**src/rtl/ecp_map.svh**
```systemverilog
// register offsets and reset values of the pwm timer
`ifndef ECP_MAP_SVH
`define ECP_MAP_SVH

// ****************************************************************
// register offsets (byte addresses)
// ****************************************************************
`define ECP_OFF_ENABLE   12'h000
`define ECP_OFF_POLARITY 12'h004
`define ECP_OFF_ALIGN    12'h008
`define ECP_OFF_JOIN     12'h00c
`define ECP_OFF_PERIOD0  12'h020
`define ECP_OFF_DUTY0    12'h040
`define ECP_OFF_COUNT0   12'h060

// ****************************************************************
// reset values
// ****************************************************************
`define ECP_RST_BYTE     8'h00
`define ECP_RST_JOIN     4'h0
`define ECP_RST_PERIOD   8'hff

`endif

```
**src/rtl/ecp_pkg.sv**
```systemverilog
// types of the eight channel pwm timer
package ecp_pkg;
    // per channel configuration bundle
    typedef struct packed {
        logic       enable;
        logic       polarity;
        logic       center;
    } ecp_chcfg_t;

    // apb request bundle
    typedef struct packed {
        logic        sel;
        logic        enable;
        logic        write;
        logic [11:0] addr;
        logic [31:0] wdata;
    } ecp_apbreq_t;
endpackage

```
**src/rtl/ecp_pwm_timer.sv**
```systemverilog
// eight channel pwm timer with apb register access
`include "ecp_map.svh"
module ecp_pwm_timer #(
    parameter int NCH = 8
) (
    // clock and reset
    input  wire logic              core_clk,
    input  wire logic              rst,
    // apb slave
    input  wire logic              psel,
    input  wire logic              penable,
    input  wire logic              pwrite,
    input  wire logic [11:0]       paddr,
    input  wire logic [31:0]       pwdata,
    output logic      [31:0]       prdata,
    output logic                   pready,
    output logic                   pslverr,
    // waveform pins
    output logic      [NCH-1:0]    pwmOut
);
    // ****************************************************************
    // register file
    // ****************************************************************
    logic [7:0]       chEnable;
    logic [7:0]       chPolarity;
    logic [7:0]       chCenter;
    logic [3:0]       pairJoin;
    logic [7:0]       period   [NCH];
    logic [7:0]       duty     [NCH];
    logic [7:0]       count    [NCH];
    logic [NCH-1:0]   countDown;
    ecp_pkg::ecp_apbreq_t req;

    // bundle of the apb request
    assign req = '{sel: psel, enable: penable, write: pwrite, addr: paddr, wdata: pwdata};

    // ****************************************************************
    // address decode
    // ****************************************************************
    // match of a full word address against one register offset
    function automatic logic addrHit(input logic [11:0] addr, input logic [11:0] off);
        logic hit;
        hit = (addr == off);
        return hit;
    endfunction

    // control register hits, shared by read and write paths
    wire        hitEnable   = addrHit(req.addr, `ECP_OFF_ENABLE);
    wire        hitPolarity = addrHit(req.addr, `ECP_OFF_POLARITY);
    wire        hitAlign    = addrHit(req.addr, `ECP_OFF_ALIGN);
    wire        hitJoin     = addrHit(req.addr, `ECP_OFF_JOIN);

    // bus phase qualifiers
    wire        access   = req.sel & req.enable;
    wire        wrStb    = access & req.write;

    // table region: period, duty and count words, eight of each
    wire        inTable  = (req.addr >= `ECP_OFF_PERIOD0) && (req.addr < 12'h080)
                           && (req.addr[1:0] == 2'h0);
    wire [2:0]  tblIdx   = req.addr[4:2];
    wire [1:0]  tblSel   = 2'(req.addr[6:5] - 2'h1);
    wire        hitPeriod = inTable && (tblSel == 2'h0);
    wire        hitDuty   = inTable && (tblSel == 2'h1);
    wire        hitCount  = inTable && (tblSel == 2'h2);

    // anything outside these answers with an error
    wire        isCtrl   = hitEnable | hitPolarity | hitAlign | hitJoin;
    wire        mapped   = isCtrl | inTable;

    // ****************************************************************
    // read path
    // ****************************************************************
    // read mux, unused upper bits read zero
    logic [31:0] rdMux;
    always_comb begin
        rdMux = 32'h0000_0000;
        unique case (1'b1)
            hitEnable:   rdMux = {24'h000000, chEnable};
            hitPolarity: rdMux = {24'h000000, chPolarity};
            hitAlign:    rdMux = {24'h000000, chCenter};
            hitJoin:     rdMux = {28'h0000000, pairJoin};
            hitPeriod:   rdMux = {24'h000000, period[tblIdx]};
            hitDuty:     rdMux = {24'h000000, duty[tblIdx]};
            hitCount:    rdMux = {24'h000000, count[tblIdx]};
            default:     rdMux = 32'h0000_0000;
        endcase
    end

    // apb answer: one access cycle, error on unmapped address
    always_ff @(posedge core_clk or posedge rst) begin
        if (rst) begin
            pready  <= 1'b0;
            pslverr <= 1'b0;
            prdata  <= 32'h0000_0000;
        end else begin
            pready  <= req.sel & ~req.enable;
            pslverr <= req.sel & ~req.enable & ~mapped;
            prdata  <= rdMux;
        end
    end

    // ****************************************************************
    // write path
    // ****************************************************************
    // writes are taken in the access cycle, when pready is high
    wire wrTake = wrStb & pready & ~pslverr;

    // channel enable bits
    always_ff @(posedge core_clk or posedge rst) begin
        if (rst) begin
            chEnable <= `ECP_RST_BYTE;
        end else if (wrTake && hitEnable) begin
            chEnable <= req.wdata[7:0];
        end
    end

    // polarity bits, one means start high
    always_ff @(posedge core_clk or posedge rst) begin
        if (rst) begin
            chPolarity <= `ECP_RST_BYTE;
        end else if (wrTake && hitPolarity) begin
            chPolarity <= req.wdata[7:0];
        end
    end

    // alignment bits, one means center aligned
    always_ff @(posedge core_clk or posedge rst) begin
        if (rst) begin
            chCenter <= `ECP_RST_BYTE;
        end else if (wrTake && hitAlign) begin
            chCenter <= req.wdata[7:0];
        end
    end

    // pair join bits, one per adjacent pair
    always_ff @(posedge core_clk or posedge rst) begin
        if (rst) begin
            pairJoin <= `ECP_RST_JOIN;
        end else if (wrTake && hitJoin) begin
            pairJoin <= req.wdata[3:0];
        end
    end

    // ****************************************************************
    // channels
    // ****************************************************************
    // per channel period and duty tables
    genvar g;
    generate
        for (g = 0; g < NCH; g++) begin : gCh
            always_ff @(posedge core_clk or posedge rst) begin
                if (rst) begin
                    period[g] <= `ECP_RST_PERIOD;
                    duty[g]   <= `ECP_RST_BYTE;
                end else if (wrTake && inTable && tblIdx == 3'(g)) begin
                    if (hitPeriod) period[g] <= req.wdata[7:0];
                    if (hitDuty)   duty[g]   <= req.wdata[7:0];
                end
            end
        end
    endgenerate

    // ****************************************************************
    // pair engines
    // ****************************************************************
    // one engine per pair; low channel (even) is lsb, high (odd) msb when joined
    generate
        for (g = 0; g < NCH / 2; g++) begin : gPair
            localparam int LO = 2 * g;
            localparam int HI = 2 * g + 1;
            wire        joined = pairJoin[g];
            wire [15:0] cntW   = {count[HI], count[LO]};
            wire [15:0] perW   = {period[HI], period[LO]};
            wire [15:0] dutyW  = {duty[HI], duty[LO]};
            logic [15:0] next_cntW;
            logic        next_downW;
            logic [7:0]  next_cnt  [2];
            logic [1:0]  next_down;
            logic [1:0]  next_out;
            ecp_pkg::ecp_chcfg_t cfgW;
            ecp_pkg::ecp_chcfg_t cfg [2];

            // joined channel takes its settings from the high channel
            assign cfgW   = '{enable: chEnable[HI], polarity: chPolarity[HI], center: chCenter[HI]};
            assign cfg[0] = '{enable: chEnable[LO], polarity: chPolarity[LO], center: chCenter[LO]};
            assign cfg[1] = cfgW;

            // ********************************************************
            // joined counter step
            // ********************************************************
            // 16-bit joined counter step
            always_comb begin
                next_cntW  = cntW;
                next_downW = countDown[HI];
                if (!cfgW.enable) begin
                    next_cntW  = 16'h0000;
                    next_downW = 1'b0;
                end else if (cfgW.center) begin
                    if (countDown[HI]) begin
                        next_cntW  = (cntW <= 16'h0001) ? 16'h0000 : 16'(cntW - 16'h0001);
                        next_downW = (cntW > 16'h0001);
                    end else begin
                        next_cntW  = (cntW + 16'h0001 >= perW) ? perW : 16'(cntW + 16'h0001);
                        next_downW = (cntW + 16'h0001 >= perW);
                    end
                end else begin
                    next_cntW  = (cntW + 16'h0001 >= perW) ? 16'h0000 : 16'(cntW + 16'h0001);
                    next_downW = 1'b0;
                end
            end

            // ********************************************************
            // independent counter steps
            // ********************************************************
            // 8-bit independent counter steps
            for (genvar k = 0; k < 2; k++) begin : gHalf
                wire [7:0] c = count[LO + k];
                wire [7:0] p = period[LO + k];
                always_comb begin
                    next_cnt[k]  = c;
                    next_down[k] = countDown[LO + k];
                    if (!cfg[k].enable) begin
                        next_cnt[k]  = 8'h00;
                        next_down[k] = 1'b0;
                    end else if (cfg[k].center) begin
                        if (countDown[LO + k]) begin
                            next_cnt[k]  = (c <= 8'h01) ? 8'h00 : 8'(c - 8'h01);
                            next_down[k] = (c > 8'h01);
                        end else begin
                            next_cnt[k]  = ({1'b0, c} + 9'h001 >= {1'b0, p}) ? p : 8'(c + 8'h01);
                            next_down[k] = ({1'b0, c} + 9'h001 >= {1'b0, p});
                        end
                    end else begin
                        next_cnt[k]  = ({1'b0, c} + 9'h001 >= {1'b0, p}) ? 8'h00 : 8'(c + 8'h01);
                        next_down[k] = 1'b0;
                    end
                end
            end

            // ********************************************************
            // output compare
            // ********************************************************
            // output: starting level until count reaches duty, then opposite
            always_comb begin
                next_out[0] = 1'b0;
                next_out[1] = 1'b0;
                if (joined) begin
                    next_out[1] = cfgW.enable &
                                  ((next_cntW < dutyW) ? cfgW.polarity : ~cfgW.polarity);
                end else begin
                    next_out[0] = cfg[0].enable &
                                  ((next_cnt[0] < duty[LO]) ? cfg[0].polarity
                                                             : ~cfg[0].polarity);
                    next_out[1] = cfg[1].enable &
                                  ((next_cnt[1] < duty[HI]) ? cfg[1].polarity
                                                             : ~cfg[1].polarity);
                end
            end

            // ********************************************************
            // pair registers
            // ********************************************************
            // counter registers; joined halves hold the two bytes of one count
            always_ff @(posedge core_clk or posedge rst) begin
                if (rst) begin
                    count[LO]     <= 8'h00;
                    count[HI]     <= 8'h00;
                end else begin
                    count[LO]     <= joined ? next_cntW[7:0]  : next_cnt[0];
                    count[HI]     <= joined ? next_cntW[15:8] : next_cnt[1];
                end
            end

            // count direction of center aligned channels
            always_ff @(posedge core_clk or posedge rst) begin
                if (rst) begin
                    countDown[LO] <= 1'b0;
                    countDown[HI] <= 1'b0;
                end else begin
                    countDown[LO] <= joined ? 1'b0 : next_down[0];
                    countDown[HI] <= joined ? next_downW : next_down[1];
                end
            end

            // waveform pin registers, low while disabled
            always_ff @(posedge core_clk or posedge rst) begin
                if (rst) begin
                    pwmOut[LO]    <= 1'b0;
                    pwmOut[HI]    <= 1'b0;
                end else begin
                    pwmOut[LO]    <= next_out[0];
                    pwmOut[HI]    <= next_out[1];
                end
            end
        end
    endgenerate
endmodule

```
**config.mk**
```make
export PLATFORM = sky130hd
export DESIGN_NAME = ecp_pwm_timer
export DESIGN_NICKNAME = d
export VERILOG_FILES = /design/src/rtl/ecp_pkg.sv /design/src/rtl/ecp_pwm_timer.sv
export VERILOG_INCLUDE_DIRS = /design/src /design/src/rtl
export SDC_FILE = /design/constraint.sdc
export NUM_CORES = 1
export LEC_CHECK = 0
export ABC_AREA = 1
export BUFFER_PORTS_ARGS = -buffer_cell sky130_fd_sc_hd__buf_2
export CORE_MARGIN = 8
export CORE_UTILIZATION = 40
export CTS_BUF_LIST = sky130_fd_sc_hd__clkbuf_2
export DETAILED_ROUTE_END_ITERATION = 6
export MAX_ROUTING_LAYER = met4
export PLACE_DENSITY_LB_ADDON = 0.08
export REMOVE_ABC_BUFFERS = 1
export SKIP_LAST_GASP = 1
export SYNTH_ARGS = -nofsm -noshare
export SYNTH_HDL_FRONTEND = slang
export SYNTH_SLANG_ARGS = --single-unit
```
**constraint.sdc**
```tcl
create_clock -name core_clk -period 8.5 [get_ports core_clk]
set_input_delay 0.85 -clock core_clk [delete_from_list [all_inputs] [get_ports core_clk]]
set_output_delay 0.85 -clock core_clk [all_outputs]
set_load 0.05 [all_outputs]
```
==> metrics.txt, run 1 <==
synthesis-to-layout area growth 5.72%; vias per cell 5.67; critical path's top delay family simple AND/OR/NAND/NOR gates; most frequent cells in the layout 843 x nand2_1, 447 x inv_1, 364 x o21ai_0, 245 x nor2_1, 236 x ha_1; Root Driver clkbuf_2; vias in the first global route ~24000; setup total negative slack 0 ns; leakage 12.3 nW; library cells used by synthesis 69; Hold Slack 0.0796 ns; RePlAce Congestion just under 1; WL final about 96000 µm; relative slew slack between 20% and 30%; PnR Total Power between 0.002 and 0.0025 W; Core Util, Final 42.4%; Async S/R FF share, synth 100%; minimum clock period slightly above 6 ns; Final Cycle Share 73.0%; RSZ-0062 raised after global routing no; DIE AREA around 0.067 mm²; gr usage total between 20% and 30%; Max Freq between 150 and 200 MHz; grt ovf 0; Synth Cell Area around 0.023 mm²; Most used DFF post-synth dfrtp_1; drt wl/cell 22.4 µm; Required @ worst endpoint around 9.4 ns; top cell type's share of synthesized area between 10% and 20%; Die Span X approximately 260 µm; Die Ht around 260 µm; DRT antenna net count 0; H-tree levels 3; Critical-path top delay cell nand3_1; commonest non-fill, non-tap cell in the layout nand2_1; pin count of the biggest net entering global routing 163; result of the run completed; number of nets in the layout 3722; kind of critical path flop to flop; first-pass GRT wire length about 140000 µm; Slew Limit Fails 0; maxcap violations 0; final worst slack ~2.3 ns; critical-path maximum fanout 21; worst hold path type input pin to flop; Worst Path Arrival 7.10 ns; PortBufs 42; Final Hold Fails 0; Mapped Cells about 3400; Setup Skew approximately 0.096 ns; antenna violations before repair 5; DRC Markers 0; CTS tree yes; CTS clk-pin slew, worst paths about 0.090 ns; Synth Register Bits approximately 250; Mean Syn Cell Area approximately 6.8 µm²; P per Cell Area between 90 and 100 mW/mm²; Least-Margin Pin Slew approximately 1.1 ns; Initial Util between 40% and 50%; CP endpoint kind flop; HPWL Detailed approximately 73000 µm; cell taking the most area after synthesis dfrtp_1; post-cts resize count 0; most frequent cell on the critical path nand2_1; Vias 24300; CP Launch Type flop; # fillers around 6400; worst skew pair latency around 1.1 ns; Worst VDD drop around 75 µV; # setup viols final 0; core area slightly below 0.06 mm²; Synth area leaders dfrtp_1 19%, nand2_1 13%, ha_1 13%, o21ai_0 7.8%, dfstp_2 7.2%; pre-CTS setup slack 2.36 ns; cts bufs inserted between 70 and 80; Buffers & Inverters on Critical Path 4; Seq/Total Area, Yosys roughly a quarter; CP peak stage delay 0.74 ns; First-pass DRT Iterations 6; Starting DRT DRC Count 2292; yosys warns 0; Post-synth EDFFs 0; fraction of layout cells with a size suffix above 1 approximately 9.7%; CTS Buffer Depth 3; num rows 89; clk sink count approximately 250; # IOs just over 90
## cells in the mapped netlist (34+ instances only)
| cell type | count |
|---|---|
| ha_1 | 236 |
| inv_1 | 448 |
| o211ai_1 | 34 |
| dfrtp_1 | 182 |
| o21ai_1 | 36 |
| a21oi_1 | 164 |
| clkbuf_1 | 91 |
| o22ai_1 | 93 |
| xor2_1 | 92 |
| nor2_1 | 247 |
| o21ai_0 | 364 |
| nand3_1 | 122 |
| dfstp_2 | 64 |
| buf_4 | 34 |
| nand2_1 | 845 |
## report_power, final
part	internal, W	total [W]	switching, W
Combinational	0.0000245	0.000153	0.000129
Sequential	0.00117	0.00117	0.000000390
Clock	0.000413	0.00104	0.000625
## worst register-to-register path, stage by stage (launching register included)
cell and delay, ns:
dfrtp_1 0.70, inv_1 0.19, nor3_2 0.30, inv_1 0.11, nor2_1 0.18, nand3_1 0.11
xor2_1 0.20, o21ai_1 0.17, inv_1 0.06, ha_1 0.28, a21oi_1 0.12, o21ai_0 0.10
a21oi_1 0.12, nand3_1 0.74, inv_1 0.60, nand2_1 0.21, o31ai_1 0.61, ha_1 0.37
a21oi_1 0.16, nor2_1 0.06, a211oi_1 0.16, o21ai_0 0.10, a31oi_1 0.13, nand2_1 0.07
nand2_1 0.08, nand2_1 0.06, nand2_1 0.06, nor2_1 0.05
## stage by stage
step	instances	area, µm²
floorplan	3301	22800
global placement	4128	24100
detailed placement	4128	24100
CTS	4275	24800
global route	4278	24800
finish	4278	24800
## layout make-up
class | count | area (µm²) | share of cell area (%)
well taps | 773 | 967 | 3.89
multi-input cells | 2574 | 14700 | 59.4
clock buffers | 122 | 611 | 2.46
repair buffers | 56 | 333 | 1.34
flip-flops and latches | 246 | 6240 | 25.1
diodes | 3 | 7.51 | 0.0302
clock inverters | 23 | 130 | 0.524
inverters | 481 | 1810 | 7.30
## cell families (layout without fill, tap and decap cells)
kind of cell             count (synthesis)  in the layout  share of synthesized area (%)
multiplexers                             2              2                         0.0852
XOR/XNOR                                97             97                           3.62
AND/OR/NAND/NOR                       1342           1342                           24.1
buffers and inverters                  649            682                           11.1
flip-flops                             246            246                           26.5
adder cells (fa/ha/maj)                236            236                           12.6
other                                    1             27                         0.0160
AO/OA/AOI/OAI                          873            873                           21.9
## layer usage
| layer | global-route usage [%] | up-vias | part of all wire (%) |
|---|---|---|---|
| met2 | 45.3 | 949 | 46 |
| met1 | 37.2 | 11600 | 44 |
| met3 | 4.34 | 198 | 6.5 |
| met5 | - | - | 0 |
| met4 | 10.5 | 0 | 3.5 |
| li1 | - | 11600 | - |
## final timing paths
kind                                             start                      to  slack, ns  cells after the start
worst max-delay path            gPair[1].gHalf[1].c[0]               pwmOut[3]       2.30                     27
max in group asynchronous                          rst  gPair[2].gHalf[0].c[2]       6.68                      4
worst min register to register                duty[61]                duty[61]       0.49                      2
min in group asynchronous                          rst  gPair[0].gHalf[0].c[0]       0.41                      3
worst max register to register  gPair[1].gHalf[1].c[0]               pwmOut[3]       2.30                     27
worst min-delay path                              psel                 pslverr       0.08                      3
## timing repair
action                                 4_1_cts  5_1_grt
endpoints found under the hold margin       62        0
buffers inserted                             0        0
hold buffers                                 2        0
## registers in the layout, indices dropped and copies added (netlist names)
register / flops
pwmOut: 8
gPair.gHalf.p: 64
pslverr: 1
chPolarity: 8
countDown: 8
duty: 64
prdata: 8
gPair.gHalf.c: 64
pready: 1
pairJoin: 4
chCenter: 8
chEnable: 8
No activity file was read; power rests on OpenSTA's default activity.
==> run 2: changes to the inputs <==
Settings changed: ABC_AREA 1 to 0.
Clock period 8.5 ns to 5.5 ns, I/O delays scaled along.
==> run 2 against run 1 <==
Global-route usage down 1.6 points. Synthesized cell count down 23%. Cell area up 1.8%. Clock-buffer cell count down 18. Final cell count down 17%. Hold slack better by 0.0067 ns. Critical endpoint unchanged.
==> metrics.txt, run 2 <==
CP peak stage delay 0.53 ns (-0.21 ns); # IOs 91 (unchanged); cell taking the most area after synthesis dfrtp_1; WL final 89300 µm (-6.7%); minimum clock period 5.32 ns (-0.879 ns); Synth Cell Area 0.0231 mm² (-1.8%); Starting DRT DRC Count 1740 (-24%); Synth area leaders dfrtp_1 20%, ha_1 13%, dfstp_2 7.3%, mux2_2 6.7%, mux4_2 5.9%; DR top layer met4; kind of critical path flop to flop; worst flop-to-flop path startpoint gPair[1].gHalf[1].c[1]; HPWL Detailed 68300 µm (-6.3%); DRT antenna net count 0 (unchanged); Die Ht 256 µm (-0.84%); Initial Util 40.2% (+0.11 points); pin count of the biggest net entering global routing 94 (-42%); Required @ worst endpoint 6.45 ns (-2.95 ns); RSZ-0062 raised after global routing yes; Async S/R FF share, synth 100% (unchanged); routed wl met3 6630 µm (+6.4%); CP Launch Type flop; CTS tree yes; First-pass DRT Iterations 5 (-1); yosys warns 0 (unchanged); Most used DFF post-synth dfrtp_1; commonest cells in the netlist 261 x nand2_1, 236 x ha_1, 199 x o21ai_0, 186 x inv_1, 182 x dfrtp_1; Setup Skew 0.0670 ns (-0.0289 ns); cts bufs inserted 76 (-2.6%); Worst Path Arrival 6.27 ns (-0.83 ns); Hold Slack 0.0862 ns (+0.00665 ns); Max Freq 188 MHz (+17%); power share of the combinational group 14.6% (+8.1 points); Buffers & Inverters on Critical Path 1 (-3); DRC Markers 0 (unchanged); clock share of power 40.5% (-3.4 points); Final Cycle Share 96.8% (+24 points); Seq/Total Area, Yosys 27.0% (+0.48 points); clk sink count 246 (unchanged); cell internal pwr 0.00275 W (+71%); Root Driver clkbuf_2; CTS clk-pin slew, worst paths 0.12 ns (+0.03 ns); vias per cell 5.95 (+5.0%); Reg2Reg Depth 20 (-26%); fraction of layout cells with a size suffix above 1 20.5% (+11 points); critical path's top delay family compound AO/OA/AOI/OAI gates; Final Hold Fails 0 (unchanged); maxcap violations 0 (unchanged); met2 wire len 40900 µm (-6.2%); leakage 12.1 nW (-1.8%); CP endpoint kind flop; Post-synth EDFFs 0 (unchanged); drt wl/cell 25.1 µm (+12%); Slew Limit Fails 0 (unchanged); vias in the first global route 20800 (-12%); most frequent cells in the layout 261 x nand2_1, 236 x ha_1, 198 x o21ai_0, 185 x inv_1; num rows 88 (-1.1%); RePlAce Congestion 0.995 (+0.68%); P per Cell Area 163 mW/mm² (+71%); grt ovf 0 (unchanged); result of the run completed; antenna violations before repair 2 (-3); gr usage total 27.1% (-1.6 points); top cell type's share of synthesized area 19.7% (+0.35 points); # setup viols final 0 (unchanged); CTS Buffer Depth 3 (unchanged); DIE AREA 0.0656 mm² (-1.7%); PortBufs 42 (unchanged); Flop pwr share 44.9% (-4.7 points); Mean Syn Cell Area 8.69 µm² (+27%); H-tree levels 3 (unchanged); internal reg-to-reg setup slack 0.18 ns (-2.12 ns); Mapped Cells 2656 (-23%); core area 0.0574 mm² (-2.1%); worst hold path type input pin to asynchronous set/reset pin; top-count cell post-synth nand2_1; WL met1 37900 µm (-11%); commonest non-fill, non-tap cell in the layout nand2_1; Sw Ratio 33.1% (+1.2 points); worst path cell trace and3_1, nand3_1, nor2_1, xor2_1, ha_1, and3_1, a221o_1, a211oi_1, buf_4, o32ai_1, a32oi_1, nor2_1, ha_1, o21a_1, o21ai_0, a21oi_1, or4_1, a31oi_1, a211oi_1, mux2i_1; R2R Path End pwmOut[3]; Synth Register Bits 246 (unchanged); first-pass GRT wire length 133000 µm (-8.3%); library cells used by synthesis 87 (+26%); Critical-path top delay cell dfrtp_1; critical-path maximum fanout 16 (-24%); P_sw 0.00136 W (+80%); Least-Margin Pin Slew 1.11 ns (-0.00391 ns); worst skew pair latency 1.09 ns (+0.04 ns); Worst VDD drop 103 µV (+36%); number of nets in the layout 3016 (-19%); relative slew slack 26.0% (+0.34 points); Vias 21200 (-13%); synthesis-to-layout area growth 9.61%; Core Util, Final 44.1% (+1.7 points); Die Span X 256 µm (-0.84%)
==> run 2: logic make-up (layout without fill, tap and decap cells) <==
| group | after synthesis | count (layout) | synth area share [%] |
|---|---|---|---|
| AND/OR/NAND/NOR | 810 | 810 | 17.2 |
| flip-flops | 246 | 246 | 27.0 |
| AO/OA/AOI/OAI | 630 | 630 | 17.5 |
| adder cells (fa/ha/maj) | 236 | 236 | 12.8 |
| multiplexers | 208 | 208 | 13.0 |
| XOR/XNOR | 155 | 155 | 5.88 |
| other | 1 | 28 | 0.0162 |
| buffers and inverters | 370 | 485 | 6.59 |
==> run 2: power groups by stage <==
stage | Clock [W] | Sequential (W) | Combinational [W]
2_1_floorplan | 0 | 0.00190 | 0.000306
3_3_place_gp | 0 | 0.00188 | 0.000581
3_5_place_dp | 0 | 0.00188 | 0.000586
4_1_cts | 0.00172 | 0.00185 | 0.000594
5_1_grt | 0.00180 | 0.00185 | 0.000640
6_report | 0.00166 | 0.00185 | 0.000599
==> run 2: through the flow <==
| step | total power, W | TNS (ns) | setup WS [ns] | cells | area (µm²) |
|---|---|---|---|---|---|
| after floorplan | 0.00221 | -309.82 | -1.70 | 2496 | 22300 |
| after global placement | 0.00246 | 0 | 0.195 | 3400 | 24300 |
| after detailed placement | 0.00247 | 0 | 0.0989 | 3400 | 24300 |
| after CTS | 0.00417 | 0 | 0.0858 | 3554 | 25200 |
| after global routing | 0.00429 | -0.0628 | -0.0628 | 3561 | 25300 |
| final | 0.00411 | 0 | 0.177 | 3563 | 25300 |
==> run 2: tightest hold or removal path: stages <==
cell and delay [ns]:
dlygate4sd3_1 0.53, buf_2 0.15, inv_8 0.41
==> run 2: metal layers <==
metal / global-route usage (%) / vias to the layer above
met2: 42.5 / 912
li1: - / 9735
met3: 4.45 / 219
met1: 34.4 / 10300
met5: - / -
met4: 11.7 / 0
==> run 2: layout make-up <==
type	instances	area [µm²]
Fill cell	5732	32100
Timing Repair Buffer	157	1110
Multi-Input combinational cell	2063	15500
Tap cell	765	957
Sequential cell	246	6240
Clock buffer	104	520
Clock inverter	37	263
Antenna cell	4	10.0
Inverter	187	709
==> run 2: worst max path at each step <==
stage,from,endpoint,slack (ns),cells past startpoint
CTS,gPair[3].gHalf[0].c[4],pwmOut[7],0.09,22
global placement,gPair[3].gHalf[0].c[3],pwmOut[7],0.19,22
finish,gPair[1].gHalf[1].c[1],pwmOut[3],0.18,20
global route,gPair[3].gHalf[0].c[4],pwmOut[7],-0.06,20
detailed placement,gPair[3].gHalf[0].c[4],pwmOut[7],0.1,22
floorplan,rst,chCenter[0],-1.70,1
==> run 2: what timing repair did <==
action | 4_1_cts | 5_1_grt
hold buffers | 13 | 0
buffers inserted | 0 | 5
endpoints found under the setup margin | 0 | 4
hold endpoints to repair | 103 | 0
resized for setup | 0 | 23
